File: src/hdl/pmt_pkg.sv
/*
  Shared constants and carriers of the period match timer: register
  indices, field positions, reset values and scaler limits.
  Assumes a 32-bit Avalon-MM slave with byte addresses, word per register.
*/
package pmt_pkg;

  // ****************************************************************
  // bus layout
  // ****************************************************************
  localparam int          ADDR_W      = 10;
  localparam int          DATA_W      = 32;
  // register indices; byte address is four times the index
  localparam logic [7:0]  IDX_FLAGS   = 8'h0C;
  localparam logic [7:0]  IDX_CNT     = 8'h11;
  localparam logic [7:0]  IDX_CTL     = 8'h12;
  localparam logic [7:0]  IDX_EN      = 8'h8C;
  localparam logic [7:0]  IDX_PER     = 8'h92;

  // ****************************************************************
  // field positions
  // ****************************************************************
  localparam int          FLAG_BIT    = 1;
  localparam int          CTL_PRE_LSB = 0;
  localparam int          CTL_RUN_BIT = 2;
  localparam int          CTL_POST_LSB = 3;

  // ****************************************************************
  // reset values
  // ****************************************************************
  localparam logic [7:0]  PER_RST     = 8'hFF;
  localparam logic [7:0]  CNT_RST     = 8'h00;
  localparam logic [6:0]  CTL_RST     = 7'h00;
  localparam logic [3:0]  SCALE_RST   = 4'h0;

  // ****************************************************************
  // prescaler terminal counts
  // ****************************************************************
  localparam logic [3:0]  PRE_LIM_DIV1  = 4'h0;
  localparam logic [3:0]  PRE_LIM_DIV4  = 4'h3;
  localparam logic [3:0]  PRE_LIM_DIV16 = 4'hF;

  // ****************************************************************
  // carriers
  // ****************************************************************
  typedef struct packed {
    logic [3:0] postscale;
    logic       run;
    logic [1:0] prescale;
  } pmt_ctl_s;

  typedef struct packed {
    logic [7:0] count;
    logic       match;
  } pmt_tbase_s;

endpackage

File: src/hdl/pmt_prescaler.sv
/*
  Input prescaler: divides the instruction clock by 1, 4 or 16.
  Assumes clear and run come from logic on clk_sys.
*/
`timescale 1ns/1ps
`default_nettype none
module pmt_prescaler
  import pmt_pkg::*;
(
  // clock and reset
  input  wire logic       clk_sys,
  input  wire logic       rst,
  // control
  input  wire logic       clear,
  input  wire logic       run,
  input  wire logic [1:0] sel,
  // result
  output logic            tick,
  output logic [3:0]      count
);

  logic [3:0] limit;

  always_comb begin
    unique case (sel)
      2'b00:   limit = PRE_LIM_DIV1;
      2'b01:   limit = PRE_LIM_DIV4;
      default: limit = PRE_LIM_DIV16;
    endcase
  end

  assign tick = run && (count == limit);

  // counting halts with run low, so the divider stays where it is
  always_ff @(posedge clk_sys) begin
    if (rst || clear) begin
      count <= SCALE_RST;
    end else if (tick) begin
      count <= SCALE_RST;
    end else if (run) begin
      count <= count + 4'h1;
    end
  end

endmodule // pmt_prescaler
`default_nettype wire

File: src/hdl/pmt_postscaler.sv
/*
  Match postscaler: one pulse every sel+1 matches.
  Assumes match is a one-cycle pulse on clk_sys.
*/
`timescale 1ns/1ps
`default_nettype none
module pmt_postscaler
  import pmt_pkg::*;
(
  // clock and reset
  input  wire logic       clk_sys,
  input  wire logic       rst,
  // control
  input  wire logic       clear,
  input  wire logic       match,
  input  wire logic [3:0] sel,
  // result
  output logic            pulse,
  output logic [3:0]      count
);

  // clear beats a coincident match, the write restarts the ratio
  assign pulse = match && !clear && (count == sel);

  always_ff @(posedge clk_sys) begin
    if (rst || clear) begin
      count <= SCALE_RST;
    end else if (pulse) begin
      count <= SCALE_RST;
    end else if (match) begin
      count <= count + 4'h1;
    end
  end

endmodule // pmt_postscaler
`default_nettype wire

File: src/hdl/pmt_timer.sv
/*
  Period match timer, top level: Avalon-MM register slave, 8-bit counter
  with period compare, prescaler and postscaler, match flag and interrupt.
  Assumes a single clk_sys domain and a master that holds its request
  until it sees waitrequest low.
*/
// The Avalon-MM slave port is this design's own decision.
// Notes on behaviour
// - counter rises from zero to period, then returns to zero next increment
// - period register is read/write and resets to all ones
// - counter register is read/write and cleared by every reset
// - prescaler divides by 1, 4 or 16 by a two-bit select
// - postscaler flags once every N+1 matches, N from 0 to 15
// - postscaled match sets flag bit 1, held until software clears it
// - writes to counter or control, and reset, clear both scaler counters
// - writing control never changes the counter value
// - run bit 2 enables counting; cleared, counting stops
// - control bits: postscale 6..3, run 2, prescale 1..0
// - unscaled match pulse goes to the serial port as a shift tick
// - counter value and match are offered to the PWM time base
`timescale 1ns/1ps
`default_nettype none
module pmt_timer
  import pmt_pkg::*;
(
  // clock and reset
  input  wire logic              clk_sys,
  input  wire logic              rst,
  // avalon-mm slave
  input  wire logic [ADDR_W-1:0] avs_address,
  input  wire logic              avs_read,
  input  wire logic              avs_write,
  input  wire logic [3:0]        avs_byteenable,
  input  wire logic [DATA_W-1:0] avs_writedata,
  output logic      [DATA_W-1:0] avs_readdata,
  output logic                   avs_waitrequest,
  // interrupt
  output logic                   irq,
  // neighbours
  output logic                   ssp_shift_tick,
  output var pmt_tbase_s         pwm_time_base
);

  // ****************************************************************
  // declarations
  // ****************************************************************
  logic              waitrequest_q;
  logic [DATA_W-1:0] readdata_q;
  logic [DATA_W-1:0] readdata_d;
  pmt_ctl_s          ctl_q;
  logic [7:0]        per_q;
  logic [7:0]        cnt_q;
  logic [7:0]        cnt_d;
  logic              flag_q;
  logic              flag_d;
  logic              en_q;
  logic              irq_q;
  logic              match_q;
  logic              wr_ok;
  logic              wr_flags;
  logic              wr_ctl;
  logic              wr_en;
  logic              wr_cnt;
  logic              wr_per;
  logic              scaler_clr;
  logic              pre_tick;
  logic [3:0]        pre_cnt;
  logic              cnt_match;
  logic              post_pulse;
  logic [3:0]        post_cnt;

  // ****************************************************************
  // address decode
  // ****************************************************************
  function automatic logic reg_hit(input logic [ADDR_W-1:0] addr,
                                   input logic [7:0]        idx);
    reg_hit = (addr[ADDR_W-1:2] == idx) && (addr[1:0] == 2'b00);
  endfunction

  // a request is taken at the edge where waitrequest is seen low
  assign wr_ok    = avs_write && !waitrequest_q && avs_byteenable[0];
  assign wr_flags = wr_ok && reg_hit(avs_address, IDX_FLAGS);
  assign wr_ctl   = wr_ok && reg_hit(avs_address, IDX_CTL);
  assign wr_en    = wr_ok && reg_hit(avs_address, IDX_EN);
  assign wr_cnt   = wr_ok && reg_hit(avs_address, IDX_CNT);
  assign wr_per   = wr_ok && reg_hit(avs_address, IDX_PER);

  // ****************************************************************
  // bus handshake
  // ****************************************************************
  // one wait cycle per access; readdata is captured as waitrequest drops
  always_ff @(posedge clk_sys) begin
    if (rst) begin
      waitrequest_q <= 1'b1;
    end else if (!waitrequest_q) begin
      waitrequest_q <= 1'b1;
    end else if (avs_read || avs_write) begin
      waitrequest_q <= 1'b0;
    end
  end

  always_comb begin
    readdata_d = '0;
    if (reg_hit(avs_address, IDX_FLAGS)) begin
      readdata_d[FLAG_BIT] = flag_q;
    end else if (reg_hit(avs_address, IDX_EN)) begin
      readdata_d[FLAG_BIT] = en_q;
    end else if (reg_hit(avs_address, IDX_CTL)) begin
      readdata_d[6:0] = ctl_q;
    end else if (reg_hit(avs_address, IDX_CNT)) begin
      readdata_d[7:0] = cnt_q;
    end else if (reg_hit(avs_address, IDX_PER)) begin
      readdata_d[7:0] = per_q;
    end
  end

  // unmapped addresses read as zero; writes to them are dropped
  always_ff @(posedge clk_sys) begin
    if (rst) begin
      readdata_q <= '0;
    end else if (avs_read && waitrequest_q) begin
      readdata_q <= readdata_d;
    end
  end

  // ****************************************************************
  // control and period registers
  // ****************************************************************
  always_ff @(posedge clk_sys) begin
    if (rst) begin
      ctl_q <= CTL_RST;
    end else if (wr_ctl) begin
      ctl_q.postscale <= avs_writedata[CTL_POST_LSB +: 4];
      ctl_q.run       <= avs_writedata[CTL_RUN_BIT];
      ctl_q.prescale  <= avs_writedata[CTL_PRE_LSB +: 2];
    end
  end

  always_ff @(posedge clk_sys) begin
    if (rst) begin
      per_q <= PER_RST;
    end else if (wr_per) begin
      per_q <= avs_writedata[7:0];
    end
  end

  // ****************************************************************
  // scalers
  // ****************************************************************
  assign scaler_clr = wr_cnt || wr_ctl;

  pmt_prescaler u_pre (
    .clk_sys (clk_sys),
    .rst     (rst),
    .clear   (scaler_clr),
    .run     (ctl_q.run),
    .sel     (ctl_q.prescale),
    .tick    (pre_tick),
    .count   (pre_cnt)
  );

  // a counter write overrides the increment of the same cycle
  assign cnt_match = pre_tick && !wr_cnt && (cnt_q == per_q);

  pmt_postscaler u_post (
    .clk_sys (clk_sys),
    .rst     (rst),
    .clear   (scaler_clr),
    .match   (cnt_match),
    .sel     (ctl_q.postscale),
    .pulse   (post_pulse),
    .count   (post_cnt)
  );

  // ****************************************************************
  // counter
  // ****************************************************************
  // control writes do not touch the count, only the scalers
  always_comb begin
    cnt_d = cnt_q;
    if (wr_cnt) begin
      cnt_d = avs_writedata[7:0];
    end else if (cnt_match) begin
      cnt_d = CNT_RST;
    end else if (pre_tick) begin
      cnt_d = cnt_q + 8'h01;
    end
  end

  always_ff @(posedge clk_sys) begin
    if (rst) begin
      cnt_q <= CNT_RST;
    end else begin
      cnt_q <= cnt_d;
    end
  end

  always_ff @(posedge clk_sys) begin
    if (rst) begin
      match_q <= 1'b0;
    end else begin
      match_q <= cnt_match;
    end
  end

  // ****************************************************************
  // flag, enable and interrupt
  // ****************************************************************
  // a new event beats a clearing write in the same cycle
  always_comb begin
    flag_d = flag_q;
    if (post_pulse) begin
      flag_d = 1'b1;
    end else if (wr_flags && avs_writedata[FLAG_BIT]) begin
      flag_d = 1'b0;
    end
  end

  always_ff @(posedge clk_sys) begin
    if (rst) begin
      flag_q <= 1'b0;
    end else begin
      flag_q <= flag_d;
    end
  end

  always_ff @(posedge clk_sys) begin
    if (rst) begin
      en_q <= 1'b0;
    end else if (wr_en) begin
      en_q <= avs_writedata[FLAG_BIT];
    end
  end

  // built from flag_d so the request rises together with the flag
  always_ff @(posedge clk_sys) begin
    if (rst) begin
      irq_q <= 1'b0;
    end else begin
      irq_q <= flag_d && en_q;
    end
  end

  // ****************************************************************
  // outputs
  // ****************************************************************
  assign avs_readdata          = readdata_q;
  assign avs_waitrequest       = waitrequest_q;
  assign irq                   = irq_q;
  assign ssp_shift_tick        = match_q;
  assign pwm_time_base         = '{count: cnt_q, match: match_q};
endmodule // pmt_timer
`default_nettype wire

File: config.mk
export PLATFORM = sky130hd
export DESIGN_NAME = pmt_timer
export DESIGN_NICKNAME = d
export VERILOG_FILES = /design/src/hdl/pmt_pkg.sv /design/src/hdl/pmt_prescaler.sv /design/src/hdl/pmt_postscaler.sv /design/src/hdl/pmt_timer.sv
export SDC_FILE = /design/constraint.sdc
export NUM_CORES = 1
export LEC_CHECK = 0
export BUFFER_PORTS_ARGS = -buffer_cell sky130_fd_sc_hd__buf_2
export CELL_PAD_IN_SITES_DETAIL_PLACEMENT = 0
export CELL_PAD_IN_SITES_GLOBAL_PLACEMENT = 1
export CORE_MARGIN = 4
export CORE_UTILIZATION = 32
export CTS_CLUSTER_SIZE = 20
export DETAILED_ROUTE_END_ITERATION = 12
export GPL_TIMING_DRIVEN = 0
export PLACE_DENSITY_LB_ADDON = 0.12
export SLEW_MARGIN = 20
export SYNTH_ARGS = -nofsm -noshare
export SYNTH_HDL_FRONTEND = slang
export SYNTH_SLANG_ARGS = --single-unit
File: constraint.sdc
create_clock -name clk_sys -period 1.8 [get_ports clk_sys]
set_clock_uncertainty 0.2 [all_clocks]
set_input_delay 0.36 -clock clk_sys [delete_from_list [all_inputs] [get_ports clk_sys]]
set_output_delay 0.36 -clock clk_sys [all_outputs]
set_load 0.01 [all_outputs]
==> results of run 1 <==
-- registers in the layout, indices dropped and copies added, names as in the netlist --
signal	count
per_q	8
cnt_q	8
irq	1
ctl_q	7
avs_waitrequest	1
ssp_shift_tick	1
en_q	1
u_pre.count	4
flag_q	1
avs_readdata	8
u_post.count	4
-- cells in the final DEF (no fill, tap or decap), drive strengths merged, types with 3 or more instances in the layout --
master / synthesis / layout
inv: 3 / 3
a32oi: 5 / 5
o211ai: 3 / 3
ha: 3 / 3
a21oi: 7 / 7
nor2: 29 / 29
nand4: 5 / 5
nor4: 6 / 6
nor2b: 5 / 5
conb: 1 / 24
buf: 28 / 92
xor2: 14 / 14
dfxtp: 44 / 44
nand2: 32 / 33
and2: 3 / 3
a31oi: 8 / 8
and3: 3 / 3
clkbuf: 11 / 14
mux2i: 18 / 18
nand3: 21 / 21
o21ai: 20 / 20
nor3: 6 / 6
-- through the flow --
stage / instance area [um^2] / power [mW] / TNS [ns]
floorplan: 2666 / 1.197 / -1.269
global placement: 3004 / 1.291 / -19.62
detailed placement: 3004 / 1.292 / -20.62
CTS: 3528 / 1.990 / -0.3270
global route: 3654 / 2.086 / -1.324
finish: 3654 / 1.975 / -0.2417
-- cell type report --
cell class                      count  area share (%)
Sequential cell                    44           25.21
Timing Repair Buffer               63           10.92
Multi-Input combinational cell    243           50.48
Tap cell                          102           3.493
Buffer                             36           7.021
Inverter                            3          0.3082
Clock inverter                      1          0.2055
Clock buffer                        7           2.363
-- worst min-delay path by stage --
stage | endpoint | depth (start not counted) | slack [ns] | start
finish | avs_waitrequest | 2 | 0.09 | avs_read
floorplan | avs_waitrequest | 1 | 0.26 | avs_waitrequest
global route | per_q[7] | 3 | 0.09 | avs_writedata[7]
detailed placement | avs_waitrequest | 1 | 0.24 | avs_waitrequest
CTS | avs_waitrequest | 2 | 0.08 | avs_write
global placement | avs_waitrequest | 1 | 0.24 | avs_waitrequest
-- what timing repair did --
action,in CTS,in global routing
cloned,2,0
endpoints found under the setup margin,42,42
pin swaps,12,8
endpoints found under the hold margin,0,0
buffers inserted,18,3
resized for setup,68,27
-- worst reg2reg max path, delay by kind of cell, from the launching register on --
family          cells  cell delay [ns]
compound gates      1             0.16
xor+xnor            1             0.17
buf+inv             2             0.30
flops               1             0.36
simple gates        3             0.60
-- routing by layer --
layer | up-vias | share of wire [%] | wire length (um) | GRT usage, %
met5 | - | 0 | 0 | 0
met4 | 0 | 1.0 | 78 | 3.514
met3 | 7 | 5.2 | 403 | 3.589
met2 | 62 | 48 | 3664 | 27.20
met1 | 1177 | 46 | 3532 | 21.96
li1 | 1240 | - | - | -
-- report_power, final --
part | leakage, nW | switching (mW) | internal [mW]
clock network | 0.0445 | 0.344 | 0.312
registers | 0.361 | 0.0318 | 0.984
logic | 1.29 | 0.171 | 0.131
-- cell families (layout without fill, tap and decap cells) --
kind of cell | Yosys count | after routing | share of synthesized area [%]
AOI/OAI and AO/OA | 57 | 58 | 14.50
xor gates and xnor gates | 15 | 15 | 5.125
adders and majority gates | 3 | 3 | 1.464
buffers and inverters | 42 | 110 | 9.956
DFF | 44 | 44 | 34.36
muxes | 19 | 19 | 7.467
other | 1 | 24 | 0.1463
and+or+nand+nor | 123 | 124 | 26.99
==> impl_metrics.tcl, run 1 <==
set metrics [dict create \
    first_iter_violations 133 \
    fp.dieH_um 97.51 \
    final_max_slew_viol_count 0 \
    synth_ff_type "sky130_fd_sc_hd__dfxtp_1" \
    port_bufs 42 \
    clkSlewWorstSetupHoldPaths_ns 0.09 \
    power_leakage_nw 1.697 \
    detailroute.via_count 2486 \
    vdd_drop_max_uv 313.5 \
    worstPathCellList "buf_8 > xor2_4 > nor4_4 > buf_4 > nand2_4 > or4b_4 > a41oi_2" \
    synth.largest_area_cell "sky130_fd_sc_hd__dfxtp_1" \
    area.sequential_um2 920.9 \
    worstRegToRegCells 7 \
    synth_sequential_area_ratio_pct 34.36 \
    area.growth.synth_to_final_pct 42.51 \
    worst_setup_path_start_kind "flop" \
    crit_type "reg -> reg" \
    drt_pre_antenna_iters 4 \
    timing.final.crit_share_pct 104.0 \
    crit_slowest_cell "sky130_fd_sc_hd__or4b_4" \
    final_layout_size_suffix_gt1_share_pct 41.06 \
    drt-wirelength-per-cell_um 15.39 \
    clock_tree_from_tritoncts "built" \
    wire_length_of_the_first_global_routing_pass_mm 12.78 \
    final_cells 499 \
    post-route-worst-setup-slack_ns -0.07121 \
    yosys-top-cells-count "44 x sky130_fd_sc_hd__dfxtp_1, 31 x sky130_fd_sc_hd__nand2_1, 29 x sky130_fd_sc_hd__nor2_1, 25 x sky130_fd_sc_hd__buf_4, 20 x sky130_fd_sc_hd__nand3_1" \
    synth-edff-count 0 \
    route.antenna.remaining_nets 0 \
    ios 94 \
    antenna_found_initial 0 \
    synth-warning-count 0 \
    max_freq_ghz 0.5344 \
    clock_insertion_delay_worst_skew_ns 0.29 \
    timing.hold.ws_ns 0.09329 \
    critical-path-top-delay-family "simple AND/OR/NAND/NOR gates" \
    netlist-cell-type-count 58 \
    critPathMaxFanout 7 \
    drcViolationCount 0 \
    failed_checks "setup timing" \
    critical_path_buf_inv_count 2 \
    maxCapViolCount 0 \
    fp.dieW_um 97.51 \
    place_inst 471 \
    final_cell_utilization_of_the_core_pct 47.04 \
    gr-usage-all-layers_pct 16.44 \
    numCtsBuffers 5 \
    synth-seq-cells 44 \
    cp_data_arrival_time_ns 1.89 \
    die_area_um2 9507 \
    drt_wl_total_mm 7.678 \
    num_antenna_cells 0 \
    synthMostInstantiatedCell "sky130_fd_sc_hd__dfxtp_1" \
    cts_htree_levels 2 \
    global_placer_s_final_weighted_congestion 0.7378 \
    final.min_clock_period_ns 1.871 \
    initial_core_util_pct 33.01 \
    multiInputGateArea_um2 1844 \
    syn-mean-instance-area_um2 8.433 \
    cp-endpoint "cnt_q[7]" \
    pre_cts_slack_ns -0.6631 \
    ctsRootBufferMaster "sky130_fd_sc_hd__clkbuf_8" \
    floorplan.rows 32 \
    final_setup_vio_count 8 \
    final_net_count 449 \
    ff2ff_setup_slack_ns -0.07 \
    ctsLongestPathBuffers 2 \
    synth.area.top_cells "sky130_fd_sc_hd__dfxtp_1 34%, sky130_fd_sc_hd__buf_4 7.3%, sky130_fd_sc_hd__mux2i_1 7.0%" \
    critical_path.startpoint "cnt_q[5]" \
    timing.critical_path.slowest_cell_delay_ns 0.46 \
    total_congestion_overflow_after_global_routing 0 \
    route.detailed.vias_per_inst 4.982 \
    worstHoldPathType "in -> reg" \
    cellPowerDensity_nw_per_um2 540.5 \
    first_global_vias 2443 \
    fillers 784 \
    worstPathRequired_ns 1.82 \
    max_slew.worst_pin.slew_ns 0.5851 \
    status "finished, violations left" \
    core_box_area_um2 7767 \
    async_flop_share_pct 0 \
    r2r-start "cnt_q[5]" \
    synth_top_area_share_pct 34.36 \
    cts_num_sinks 44 \
    max-slew-margin-rel_pct 60.99 \
    grt_setup_unrepaired "yes" \
    ctsHoldBuffers 0 \
    synth_area_um2 2564 \
    total_count_of_hold_check_failures_in_the_final_report 0 \
    syn_inst 304 \
    dp_hpwl_mm 5.413 \
    worst_r2r_endpoint "cnt_q[7]" \
    maximum_number_of_pins_on_one_net_before_global_route_repair 14 \
    timing.critical_path.depth 7 \
    end_kind "flop" \
]
Note: power is estimated with default switching activity, not from simulation.
==> run 2, diff against run 1 <==
--- a/config.mk
+++ b/config.mk
@@ -8,6 +8,7 @@
 export BUFFER_PORTS_ARGS = -buffer_cell sky130_fd_sc_hd__buf_2
 export CELL_PAD_IN_SITES_DETAIL_PLACEMENT = 0
 export CELL_PAD_IN_SITES_GLOBAL_PLACEMENT = 1
+export CORE_ASPECT_RATIO = 1.1
 export CORE_MARGIN = 4
 export CORE_UTILIZATION = 32
 export CTS_CLUSTER_SIZE = 20
==> impl_metrics.tcl, run 2 (synthesized netlist as in run 1, its figures left out) <==
set metrics [dict create \
    timing.hold.ws_ns 0.06539 \
    clock_tree_from_tritoncts "built" \
    numCtsBuffers 5 \
    ctsRootBufferMaster "sky130_fd_sc_hd__clkbuf_8" \
    ios 94 \
    cells_on_worst_hold_path 2 \
    core_box_area_um2 7639 \
    sw_frac_of_total_pct 23.90 \
    grt_setup_unrepaired "yes" \
    fp.dieH_um 101.9 \
    final.min_clock_period_ns 1.844 \
    cp_data_arrival_time_ns 1.87 \
    detailroute.via_count 2460 \
    layout_commonest_cell "sky130_fd_sc_hd__buf_2" \
    area.sequential_um2 918.4 \
    maxCapViolCount 0 \
    min_delay_src "avs_write" \
    first_global_vias 2327 \
    placed_cell_area_um2 3008 \
    internal_power_mw 1.804 \
    drcViolationCount 0 \
    final_setup_vio_count 3 \
    route.antenna.remaining_nets 0 \
    final_max_slew_viol_count 0 \
    first_iter_violations 128 \
    crit_type "reg -> reg" \
    route.detailed.vias_per_inst 4.920 \
    cellPowerDensity_nw_per_um2 656.2 \
    wire_length_of_the_first_global_routing_pass_mm 12.21 \
    worst_r2r_endpoint "cnt_q[7]" \
    ctsLongestPathBuffers 2 \
    place_inst 474 \
    critPathMaxFanout 8 \
    drt_wl_total_mm 7.592 \
    ff2ff_setup_slack_ns -0.04 \
    initial_core_util_pct 33.56 \
    final_design_area_no_fill_um2 3612 \
    fp.dieW_um 93.34 \
    r2r-start "ctl_q[0]" \
    fillers 763 \
    power_frac_clock_pct 44.7 \
    max-slew-margin-rel_pct 57.48 \
    final_layout_size_suffix_gt1_share_pct 40.00 \
    post-route-worst-setup-slack_ns -0.04352 \
    worstPathRequired_ns 1.82 \
    area.growth.synth_to_final_pct 40.90 \
    die_area_um2 9509 \
    timing.final.crit_share_pct 102.4 \
    num_antenna_cells 0 \
    leading_cell_types_in_the_layout_fill_and_taps_excluded "45 x sky130_fd_sc_hd__buf_2, 41 x sky130_fd_sc_hd__buf_4, 30 x sky130_fd_sc_hd__nand2_1, 30 x sky130_fd_sc_hd__dfxtp_1, 28 x sky130_fd_sc_hd__nor2_1" \
    end_kind "flop" \
    worstHoldPathType "in -> reg" \
    clock_insertion_delay_worst_skew_ns 0.30 \
    clkSlewWorstSetupHoldPaths_ns 0.09 \
    cts_htree_levels 2 \
    dp_hpwl_mm 5.339 \
    total_congestion_overflow_after_global_routing 0 \
    combPwrFrac_pct 12.3 \
    power_leakage_nw 1.710 \
    worstRegToRegCells 4 \
    cts_num_sinks 44 \
    power_mw 2.370 \
    vdd_drop_max_uv 425.0 \
    antenna_found_initial 0 \
    switching_pwr_mw 0.5666 \
    final_cells 500 \
    power.sequential.fraction_pct 43.0 \
    max_slew.worst_pin.slew_ns 0.6378 \
    multiInputGateArea_um2 1769 \
    timing.hold.worst_endpoint "avs_waitrequest" \
    worst_setup_path_start_kind "flop" \
    final_net_count 447 \
    drt_pre_antenna_iters 4 \
    port_bufs 42 \
    floorplan.rows 33 \
    status "finished, violations left" \
    max_freq_ghz 0.5424 \
    total_count_of_hold_check_failures_in_the_final_report 0 \
    maximum_number_of_pins_on_one_net_before_global_route_repair 15 \
    global_placer_s_final_weighted_congestion 0.8067 \
    failed_checks "setup timing" \
    gr-usage-all-layers_pct 16.54 \
    drt-wirelength-per-cell_um 15.18 \
]
==> run 2: cell types whose count changed in the layout (fill, tap and decap cells not counted), sizes merged <==
cell      previous run  this run
nand2               33        32
buf                 92        91
clkbuf              14        13
o221ai               2         1
clkinvlp             1         0
bufinv               0         3
==> run 2: worst max-delay path by stage <==
stage	from	cells after the start	endpoint
after floorplan	avs_address[5]	6	u_pre.count[0]
after global placement	avs_address[5]	7	u_pre.count[0]
after CTS	ctl_q[1]	4	cnt_q[7]
after detailed placement	avs_address[5]	7	u_pre.count[3]
final	ctl_q[0]	4	cnt_q[7]
after global routing	cnt_q[4]	7	cnt_q[3]
==> run 2: final cells by class <==
cell class / count / share of cell area [%]
inverter: 3 / 0.3117
multi-input combinational: 241 / 48.98
sequential: 44 / 25.42
buffer: 36 / 6.547
timing repair buffer: 63 / 10.70
clock inverter: 3 / 2.494
tap: 105 / 3.637
clock buffer: 5 / 1.905
==> run 2: per-stage QoR <==
stage	worst slack, ns	setup TNS (ns)	utilization (%)
2_1_floorplan	-0.05436	-1.269	-
3_3_place_gp	-0.6982	-20.97	39.38
3_5_place_dp	-0.6863	-20.84	39.38
4_1_cts	-0.04357	-0.07212	46.16
5_1_grt	-0.1389	-1.462	47.29
6_report	-0.04352	-0.09028	47.29
==> run 2: critical path: stages (launching register included) <==
cell and delay (ns):
sky130_fd_sc_hd__dfxtp_2 0.35, sky130_fd_sc_hd__nor4_4 0.32, sky130_fd_sc_hd__o221ai_4 0.21, sky130_fd_sc_hd__or4b_4 0.52, sky130_fd_sc_hd__a41oi_2 0.17
==> run 2: per-layer routing <==
layer	part of all wire [%]	wire [um]	vias to the layer above	track usage [%]
li1	-	-	1222	-
met1	46	3464	1162	22.22
met2	48	3623	68	27.39
met3	4.9	372	8	3.019
met4	1.7	132	0	4.510
met5	0	0	-	0
==> run 2: power by group through the flow <==
stage	clock, mW	sequential [mW]	combinational, mW
floorplan	0	1.04	0.158
global placement	0	1.04	0.251
detailed placement	0	1.04	0.252
CTS	1.09	1.02	0.290
global route	1.14	1.02	0.319
finish	1.06	1.02	0.291
==> run 2: what timing repair did <==
item | 4_1_cts | 5_1_grt
hold buffers | 0 | 0
setup buffers | 17 | 4
setup endpoints to repair | 42 | 38
resized for setup | 51 | 25
pin swaps | 12 | 8
